<file path="src/hdl/dct_pkg.sv">
// Shared constants and types of the dual counter/timer
package dct_pkg;

   // Mode-select field encoding, one field per timer
   typedef enum logic [1:0]
   {
      MODE_13BIT  = 2'b00,
      MODE_16BIT  = 2'b01,
      MODE_RELOAD = 2'b10,
      MODE_SPLIT  = 2'b11
   } dct_mode_type;

   // Field positions in timer_mode_reg
   localparam int FIRST_MODE_LSB       = 0;
   localparam int FIRST_COUNTER_SELECT = 2;
   localparam int FIRST_GATE_BIT       = 3;
   localparam int SECOND_MODE_LSB      = 4;
   localparam int SECOND_COUNTER_SEL   = 6;
   localparam int SECOND_GATE_BIT      = 7;

   // Field positions in clock_select_reg
   localparam int PRESCALE_SELECT_LSB  = 0;
   localparam int FIRST_SYSCLK_SELECT  = 3;
   localparam int SECOND_SYSCLK_SELECT = 4;

   // Field positions in ext_irq_config_reg
   localparam int FIRST_IRQ_POLARITY   = 3;
   localparam int SECOND_IRQ_POLARITY  = 7;

   // Prescaler divide ratios for prescale_select 0..3
   localparam logic [5:0] PRESCALE_DIV0 = 6'h0c;
   localparam logic [5:0] PRESCALE_DIV1 = 6'h04;
   localparam logic [5:0] PRESCALE_DIV2 = 6'h30;
   localparam logic [5:0] PRESCALE_DIV3 = 6'h08;

   // Reset values
   localparam logic [7:0] COUNT_RESET   = 8'h00;
   localparam logic [5:0] PRESCALE_RST  = 6'h00;
   localparam logic [2:0] SYNC_RESET    = 3'h7;

   // Low five bits carry the 13-bit count's least significant part
   localparam logic [12:0] COUNT13_ONE  = 13'h0001;
   localparam logic [15:0] COUNT16_ONE  = 16'h0001;
   localparam logic [8:0]  COUNT8_ONE   = 9'h001;

   // Software write strobes for the count bytes with shared data
   typedef struct packed
   {
      logic       first_low;
      logic       first_high;
      logic       second_low;
      logic       second_high;
      logic [7:0] data;
   } dct_write_type;

   // Result of one count step
   typedef struct packed
   {
      logic       ovf;
      logic [7:0] hi;
      logic [7:0] lo;
   } dct_step_type;

endpackage

</file>
<file path="src/hdl/dct_timers.sv">
// Two counter/timers with 13-bit, 16-bit and auto-reload modes; split mode on the first only (second holds in it)
`timescale 1ns/10ps

module dct_timers
(
   input  wire logic                  i_clk,
   input  wire logic                  i_rst_n,
   input  wire logic [7:0]            i_timer_mode_reg,
   input  wire logic [7:0]            i_clock_select_reg,
   input  wire logic [7:0]            i_ext_irq_config_reg,
   input  wire logic                  i_first_run_bit,
   input  wire logic                  i_second_run_bit,
   input  wire logic                  i_first_irq_enable,
   input  wire logic                  i_second_irq_enable,
   input  wire logic                  i_first_flag_clear,
   input  wire logic                  i_second_flag_clear,
   input  wire logic                  i_first_event_pin,
   input  wire logic                  i_second_event_pin,
   input  wire logic                  i_first_ext_irq_input,
   input  wire logic                  i_second_ext_irq_input,
   input  wire dct_pkg::dct_write_type i_write,
   output logic [7:0]                 o_first_count_low_byte,
   output logic [7:0]                 o_first_count_high_byte,
   output logic [7:0]                 o_second_count_low_byte,
   output logic [7:0]                 o_second_count_high_byte,
   output logic                       o_first_overflow_flag,
   output logic                       o_second_overflow_flag,
   output logic                       o_first_irq_request,
   output logic                       o_second_irq_request,
   output logic                       o_second_overflow_pulse
);

   // ==========================================================
   // Count step for one timer in its selected mode
   function automatic dct_pkg::dct_step_type step_count
   (
      input dct_pkg::dct_mode_type mode,
      input logic [7:0]            lo,
      input logic [7:0]            hi
   );
      dct_pkg::dct_step_type r;
      logic [12:0]           c13;
      logic [15:0]           c16;
      logic [8:0]            c8;
      r.ovf = 1'b0;
      r.hi  = hi;
      r.lo  = lo;
      c13   = {hi, lo[4:0]} + dct_pkg::COUNT13_ONE;
      c16   = {hi, lo} + dct_pkg::COUNT16_ONE;
      c8    = {1'b0, lo} + dct_pkg::COUNT8_ONE;
      case (mode)
         dct_pkg::MODE_13BIT:
         begin
            // Upper low-byte bits are left as they are
            r.ovf = &{hi, lo[4:0]};
            r.hi  = c13[12:5];
            r.lo  = {lo[7:5], c13[4:0]};
         end
         dct_pkg::MODE_16BIT:
         begin
            r.ovf = &{hi, lo};
            r.hi  = c16[15:8];
            r.lo  = c16[7:0];
         end
         dct_pkg::MODE_RELOAD:
         begin
            r.ovf = c8[8];
            r.lo  = c8[8] ? hi : c8[7:0];
         end
         dct_pkg::MODE_SPLIT:
         begin
            r.ovf = c8[8];
            r.lo  = c8[7:0];
         end
         default:
         begin
            r.ovf = 1'b0;
         end
      endcase
      return r;
   endfunction

   // Active level of a gate input under its polarity bit
   function automatic logic gate_active(input logic level, input logic polarity);
      return polarity ? level : ~level;
   endfunction

   // ==========================================================
   // Configuration fields
   dct_pkg::dct_mode_type first_mode;
   dct_pkg::dct_mode_type second_mode;
   wire logic       first_counter_select  = i_timer_mode_reg[dct_pkg::FIRST_COUNTER_SELECT];
   wire logic       second_counter_select = i_timer_mode_reg[dct_pkg::SECOND_COUNTER_SEL];
   wire logic       first_gate_bit        = i_timer_mode_reg[dct_pkg::FIRST_GATE_BIT];
   wire logic       second_gate_bit       = i_timer_mode_reg[dct_pkg::SECOND_GATE_BIT];
   wire logic       first_sysclk_select   = i_clock_select_reg[dct_pkg::FIRST_SYSCLK_SELECT];
   wire logic       second_sysclk_select  = i_clock_select_reg[dct_pkg::SECOND_SYSCLK_SELECT];
   wire logic [1:0] prescale_select       =
      i_clock_select_reg[dct_pkg::PRESCALE_SELECT_LSB +: 2];
   wire logic       first_irq_polarity    = i_ext_irq_config_reg[dct_pkg::FIRST_IRQ_POLARITY];
   wire logic       second_irq_polarity   = i_ext_irq_config_reg[dct_pkg::SECOND_IRQ_POLARITY];

   assign first_mode  = dct_pkg::dct_mode_type'(i_timer_mode_reg[dct_pkg::FIRST_MODE_LSB +: 2]);
   assign second_mode = dct_pkg::dct_mode_type'(i_timer_mode_reg[dct_pkg::SECOND_MODE_LSB +: 2]);

   wire logic split_mode = (first_mode == dct_pkg::MODE_SPLIT);

   // ==========================================================
   // Input synchronisers; stage 0 feeds only stage 1
   logic [2:0] first_event_sync;
   logic [2:0] second_event_sync;
   logic [1:0] first_gate_sync;
   logic [1:0] second_gate_sync;

   always_ff @(posedge i_clk)
   begin
      if (!i_rst_n)
         first_event_sync <= dct_pkg::SYNC_RESET;
      else
         first_event_sync <= {first_event_sync[1:0], i_first_event_pin};
   end

   always_ff @(posedge i_clk)
   begin
      if (!i_rst_n)
         second_event_sync <= dct_pkg::SYNC_RESET;
      else
         second_event_sync <= {second_event_sync[1:0], i_second_event_pin};
   end

   always_ff @(posedge i_clk)
   begin
      if (!i_rst_n)
         first_gate_sync <= dct_pkg::SYNC_RESET[1:0];
      else
         first_gate_sync <= {first_gate_sync[0], i_first_ext_irq_input};
   end

   always_ff @(posedge i_clk)
   begin
      if (!i_rst_n)
         second_gate_sync <= dct_pkg::SYNC_RESET[1:0];
      else
         second_gate_sync <= {second_gate_sync[0], i_second_ext_irq_input};
   end

   // Sampled high followed by sampled low
   wire logic first_fall  = first_event_sync[2] & ~first_event_sync[1];
   wire logic second_fall = second_event_sync[2] & ~second_event_sync[1];

   // ==========================================================
   // Prescaler: one-cycle enable at the selected divide ratio
   function automatic logic [5:0] prescale_ratio(input logic [1:0] sel);
      logic [5:0] r;
      case (sel)
         2'h0:    r = dct_pkg::PRESCALE_DIV0;
         2'h1:    r = dct_pkg::PRESCALE_DIV1;
         2'h2:    r = dct_pkg::PRESCALE_DIV2;
         default: r = dct_pkg::PRESCALE_DIV3;
      endcase
      return r;
   endfunction

   logic [5:0] prescale_count;
   logic [5:0] prescale_div;

   assign prescale_div = prescale_ratio(prescale_select);

   wire logic prescale_tick = (prescale_count >= prescale_div - 6'h01);

   always_ff @(posedge i_clk)
   begin
      if (!i_rst_n)
         prescale_count <= dct_pkg::PRESCALE_RST;
      else if (prescale_tick)
         prescale_count <= dct_pkg::PRESCALE_RST;
      else
         prescale_count <= prescale_count + 6'h01;
   end

   // ==========================================================
   // Enables and count ticks
   wire logic first_timebase  = first_sysclk_select ? 1'b1 : prescale_tick;
   wire logic second_timebase = second_sysclk_select ? 1'b1 : prescale_tick;

   wire logic first_run = i_first_run_bit &
      (~first_gate_bit | gate_active(first_gate_sync[1], first_irq_polarity));
   wire logic second_run_normal = i_second_run_bit &
      (~second_gate_bit | gate_active(second_gate_sync[1], second_irq_polarity));

   // Second timer in split mode runs from its mode alone, no pin clock
   wire logic second_run = split_mode ? 1'b1 : second_run_normal;
   wire logic second_mode_ok = (second_mode != dct_pkg::MODE_SPLIT);

   wire logic first_tick  = first_run &
      (first_counter_select ? first_fall : first_timebase);
   wire logic second_src  = (second_counter_select & ~split_mode) ?
      second_fall : second_timebase;
   wire logic second_tick = second_run & second_mode_ok & second_src;
   wire logic split_high_tick = split_mode & i_second_run_bit & first_timebase;

   // ==========================================================
   // Next count values
   dct_pkg::dct_step_type first_step;
   dct_pkg::dct_step_type second_step;
   logic [8:0]            split_high_sum;

   assign first_step     = step_count(first_mode, o_first_count_low_byte,
                                      o_first_count_high_byte);
   assign second_step    = step_count(second_mode, o_second_count_low_byte,
                                      o_second_count_high_byte);
   assign split_high_sum = {1'b0, o_first_count_high_byte} + dct_pkg::COUNT8_ONE;

   wire logic first_ovf      = first_tick & first_step.ovf;
   wire logic second_ovf     = second_tick & second_step.ovf;
   wire logic split_high_ovf = split_high_tick & split_high_sum[8];

   // High byte of the first timer: split counter or wide-mode carry
   logic [7:0] next_first_high;
   assign next_first_high = split_mode ?
      (split_high_tick ? split_high_sum[7:0] : o_first_count_high_byte) :
      (first_tick ? first_step.hi : o_first_count_high_byte);

   logic [7:0] next_first_low;
   logic [7:0] next_second_low;
   logic [7:0] next_second_high;
   assign next_first_low   = first_tick ? first_step.lo : o_first_count_low_byte;
   assign next_second_low  = second_tick ? second_step.lo : o_second_count_low_byte;
   assign next_second_high = second_tick ? second_step.hi : o_second_count_high_byte;

   // ==========================================================
   // Count bytes; software write wins over a same-cycle step
   function automatic logic [7:0] pick_byte
   (
      input logic       load,
      input logic [7:0] data,
      input logic [7:0] step
   );
      return load ? data : step;
   endfunction

   // Without a step or a write the byte holds; run alone never clears it
   logic [7:0] load_first_low;
   logic [7:0] load_first_high;
   logic [7:0] load_second_low;
   logic [7:0] load_second_high;
   assign load_first_low   = pick_byte(i_write.first_low, i_write.data, next_first_low);
   assign load_first_high  = pick_byte(i_write.first_high, i_write.data, next_first_high);
   assign load_second_low  = pick_byte(i_write.second_low, i_write.data, next_second_low);
   assign load_second_high = pick_byte(i_write.second_high, i_write.data, next_second_high);

   always_ff @(posedge i_clk)
   begin
      if (!i_rst_n)
         o_first_count_low_byte <= dct_pkg::COUNT_RESET;
      else
         o_first_count_low_byte <= load_first_low;
   end

   always_ff @(posedge i_clk)
   begin
      if (!i_rst_n)
         o_first_count_high_byte <= dct_pkg::COUNT_RESET;
      else
         o_first_count_high_byte <= load_first_high;
   end

   always_ff @(posedge i_clk)
   begin
      if (!i_rst_n)
         o_second_count_low_byte <= dct_pkg::COUNT_RESET;
      else
         o_second_count_low_byte <= load_second_low;
   end

   always_ff @(posedge i_clk)
   begin
      if (!i_rst_n)
         o_second_count_high_byte <= dct_pkg::COUNT_RESET;
      else
         o_second_count_high_byte <= load_second_high;
   end

   // ==========================================================
   // Overflow flags; a set in the clearing cycle wins
   wire logic second_flag_set = split_mode ? split_high_ovf : second_ovf;

   logic next_first_flag;
   logic next_second_flag;
   assign next_first_flag  = first_ovf |
                             (o_first_overflow_flag & ~i_first_flag_clear);
   assign next_second_flag = second_flag_set |
                             (o_second_overflow_flag & ~i_second_flag_clear);

   always_ff @(posedge i_clk)
   begin
      if (!i_rst_n)
         o_first_overflow_flag <= 1'b0;
      else
         o_first_overflow_flag <= next_first_flag;
   end

   always_ff @(posedge i_clk)
   begin
      if (!i_rst_n)
         o_second_overflow_flag <= 1'b0;
      else
         o_second_overflow_flag <= next_second_flag;
   end

   always_ff @(posedge i_clk)
   begin
      if (!i_rst_n)
         o_second_overflow_pulse <= 1'b0;
      else
         o_second_overflow_pulse <= second_ovf;
   end

   // ==========================================================
   // Interrupt requests
   assign o_first_irq_request  = o_first_overflow_flag & i_first_irq_enable;
   assign o_second_irq_request = o_second_overflow_flag & i_second_irq_enable;

endmodule

</file>
<file path="config.mk">
export PLATFORM = sky130hd
export DESIGN_NAME = dct_timers
export DESIGN_NICKNAME = d
export VERILOG_FILES = /design/src/hdl/dct_pkg.sv /design/src/hdl/dct_timers.sv
export SDC_FILE = /design/constraint.sdc
export NUM_CORES = 1
export LEC_CHECK = 0
export BUFFER_PORTS_ARGS = -buffer_cell sky130_fd_sc_hd__clkbuf_2
export CAP_MARGIN = 10
export CORE_AREA = 2 2 119 86
export DETAILED_ROUTE_END_ITERATION = 7
export DIE_AREA = 0 0 121 88
export PLACE_DENSITY = 0.55
export SYNTH_ARGS = -nofsm -noshare
export SYNTH_HDL_FRONTEND = slang
export SYNTH_SLANG_ARGS = --single-unit
</file>
<file path="constraint.sdc">
create_clock -name i_clk -period 5 [get_ports i_clk]
set_input_delay 0.75 -clock i_clk [delete_from_list [all_inputs] [get_ports i_clk]]
set_output_delay 0.75 -clock i_clk [all_outputs]
set_load 0.005 [all_outputs]
</file>
==> results_dict.tcl <==
set metrics [dict create \
    status "finished, final reports clean" \
    synth_seq_area_share_pct 31.49 \
    num_vias 3329 \
    grt_remaining_overflow 0 \
    pre_cts_ws_ps 1705 \
    swShare_pct 27.57 \
    cts_buffer_depth 2 \
    finalMaxSlewViolations 0 \
    drive_gt1_share_pct 22.05 \
    cts.clk_slew.worst_paths_ps 70 \
    layout_min_cycle_time_ps 2984 \
    grt_pass1_wl_mm 15.53 \
    synthTopCellsByCount "dfxtp_1, o21ai_0, nor2_1, nand3_1, nand2_1" \
    die-area_um2 10650 \
    ys_types 65 \
    diodes 0 \
    rows 30 \
    combPwrFrac_pct 15.5 \
    wirelength_mm 9.835 \
    grt_pass1_vias 2935 \
    path_class "in -> reg" \
    finalCritPeriodShare_pct 59.69 \
    synth_nets 453 \
    core-area_um2 9497 \
    r2r_start "prescale_count[2]" \
    numPortBuffers 74 \
    ys_ff_latch 51 \
    hold_violations 0 \
    nets 513 \
    post-route-drc-count 0 \
    ys_warn_count 0 \
    leakage_nw 1.537 \
    grt_max_degree 55 \
    hold_depth 1 \
    p_clk_share_pct 38.6 \
    cts_buffers 5 \
    cts_root_buf "clkbuf_16" \
    final_cell_count_no_fill 586 \
    cp-end-kind "register" \
    final_antenna_net_count 0 \
    path_max_fanout 11 \
    routedWlPerCell_um 16.78 \
    worst_r2r_path_depth 6 \
    syn_area_um2 3242 \
    min_to "second_event_sync[1]" \
    holdWs_ps 405.5 \
    cts_max_level 2 \
    path_cells "clkbuf_2 > nand2b_1 > ha_1 > nand3_1 > o21ai_0 > o211ai_1 > a2111oi_0 > a211oi_1" \
    ir_drop_mv 0.1655 \
    ctsResizeCount 0 \
    antenna_found_initial 0 \
    timing.final.ws_setup_ps 2016 \
    dp_hpwl_mm 7.393 \
    cp.required_ps 5160 \
    start_kind "input pin" \
    rr_endpoint "o_first_count_high_byte[6]" \
    place.gp.congestion 0.8453 \
    avgSynthCellArea_um2 8.166 \
    synth_edf_count 0 \
    clk_latency_ps 290 \
    die_y_um 88 \
    pwr_density_cell_nw_per_um2 263.5 \
    initial_core_util_pct 34.14 \
    place_inst 578 \
    p_seq_share_pct 45.9 \
    routed_via_density 5.681 \
    synth_top_area_share_pct 31.49 \
    ys.flop_type "dfxtp_1" \
    holdCritPathClass "reg -> reg" \
    holdBufCountCts 0 \
    dieWidth_um 121 \
    boundaryPins 85 \
    post-cts-setup-buffers 0 \
    relSlewSlack_pct 30.53 \
    cts_tree "yes" \
    cts.sinks 51 \
    rsz0062_at_grt "no" \
    synthArstFlopShare_pct 0 \
    setup_viol 0 \
    rrSetupSlack_ps 2320 \
    slowest_delay_ps 600 \
    synth.most_common_cell "dfxtp_1" \
    fin_setup_tns_ps 0 \
    fmax_mhz 335.1 \
    synth_largest_area_cell "dfxtp_1" \
    cp_data_arrival_time_ps 3150 \
    tightest_slew_ps 1042 \
    internal_power_mw 0.7346 \
    track_usage_pct 18.34 \
    yosys-top-cells-area "dfxtp_1, o21ai_0, nand3_1" \
    syn_to_final_growth_pct 18.72 \
    cp_slowest_cell "o21ai_0" \
    dr.pass1.iters 5 \
    drv_cap 0 \
    p_switching_mw 0.2796 \
    drt_iter0_drc 249 \
    worstHoldStart "second_event_sync[0]" \
    fin_skew_ps 6.568 \
    syn_inst 397 \
]
## layout by cell type (no fill, tap or decap), drive strengths merged, types with 7 or more instances in the layout
cell type / n
or4: 7
inv: 21
dfxtp: 51
ha: 8
nand2: 25
nand3: 28
a211oi: 8
a31oi: 13
nor2: 28
o21ai: 31
a21oi: 10
clkbuf: 79
nand2b: 14
o31ai: 11
and3: 9
o211ai: 7
## worst max-delay path: cells and delay by family
kind | cells | cell delay, ps
AO/OA/AOI/OAI | 4 | 1700
adder cells (fa/ha/maj) | 1 | 310
AND/OR/NAND/NOR | 2 | 300
buffers and inverters | 1 | 90
## flip-flops by register name (all words and copies together), names as in the netlist, 2 cells and up
signal	flops
second_event_sync	3
o_first_count_low_byte	8
second_gate_sync	2
first_event_sync	3
o_second_count_high_byte	8
prescale_count	6
first_gate_sync	2
o_first_count_high_byte	8
o_second_count_low_byte	8
## power groups by stage
stage	logic (mW)	clock network, mW	registers, mW
2_1_floorplan	0.0991	0	0.465
6_report	0.157	0.391	0.466
3_5_place_dp	0.157	0	0.475
4_1_cts	0.158	0.402	0.465
3_3_place_gp	0.154	0	0.474
5_1_grt	0.176	0.425	0.471
## routing by layer
metal	part of all wire (%)	track usage [%]
met1	52	28.62
met2	41	25.74
met3	6.1	3.711
met4	0.41	3.383
met5	0	0
## per-stage QoR
step	area [um2]	power [mW]	utilization (%)
2_1_floorplan	3242	0.5641	-
4_1_cts	3849	1.025	40.53
3_3_place_gp	3680	0.6279	38.75
5_1_grt	3849	1.072	40.53
3_5_place_dp	3680	0.6314	38.75
6_report	3849	1.014	40.53
## worst max-delay path by stage
| stage | startpoint | end | cells past startpoint |
|---|---|---|---|
| final | i_clock_select_reg[0] | o_first_count_high_byte[6] | 8 |
| after global placement | i_clock_select_reg[0] | o_first_count_high_byte[4] | 8 |
| after detailed placement | i_clock_select_reg[0] | o_first_count_high_byte[3] | 8 |
| after floorplan | i_clock_select_reg[0] | o_first_count_high_byte[4] | 8 |
| after CTS | i_clock_select_reg[0] | o_first_count_high_byte[3] | 8 |
| after global routing | i_clock_select_reg[0] | o_first_count_high_byte[5] | 8 |
## final cells by class
class / count / area [um2]
Inverter: 21 / 78.83
Clock inverter: 3 / 43.79
Timing Repair Buffer: 75 / 377.9
Sequential cell: 51 / 1021
Multi-Input combinational cell: 303 / 2042
Clock buffer: 5 / 125.1
Tap cell: 128 / 160.2
Fill cell: 999 / 5648
## logic make-up after synthesis
logic type / after synthesis / share of synthesized area (%)
multiplexers: 9 / 2.933
AO/OA/AOI/OAI: 131 / 30.41
XOR/XNOR: 12 / 3.242
other: 1 / 0.1157
buffers and inverters: 43 / 5.519
adder cells (fa/ha/maj): 8 / 3.088
AND/OR/NAND/NOR: 142 / 23.20
flip-flops: 51 / 31.49
Note: power is estimated with default switching activity, not from simulation.
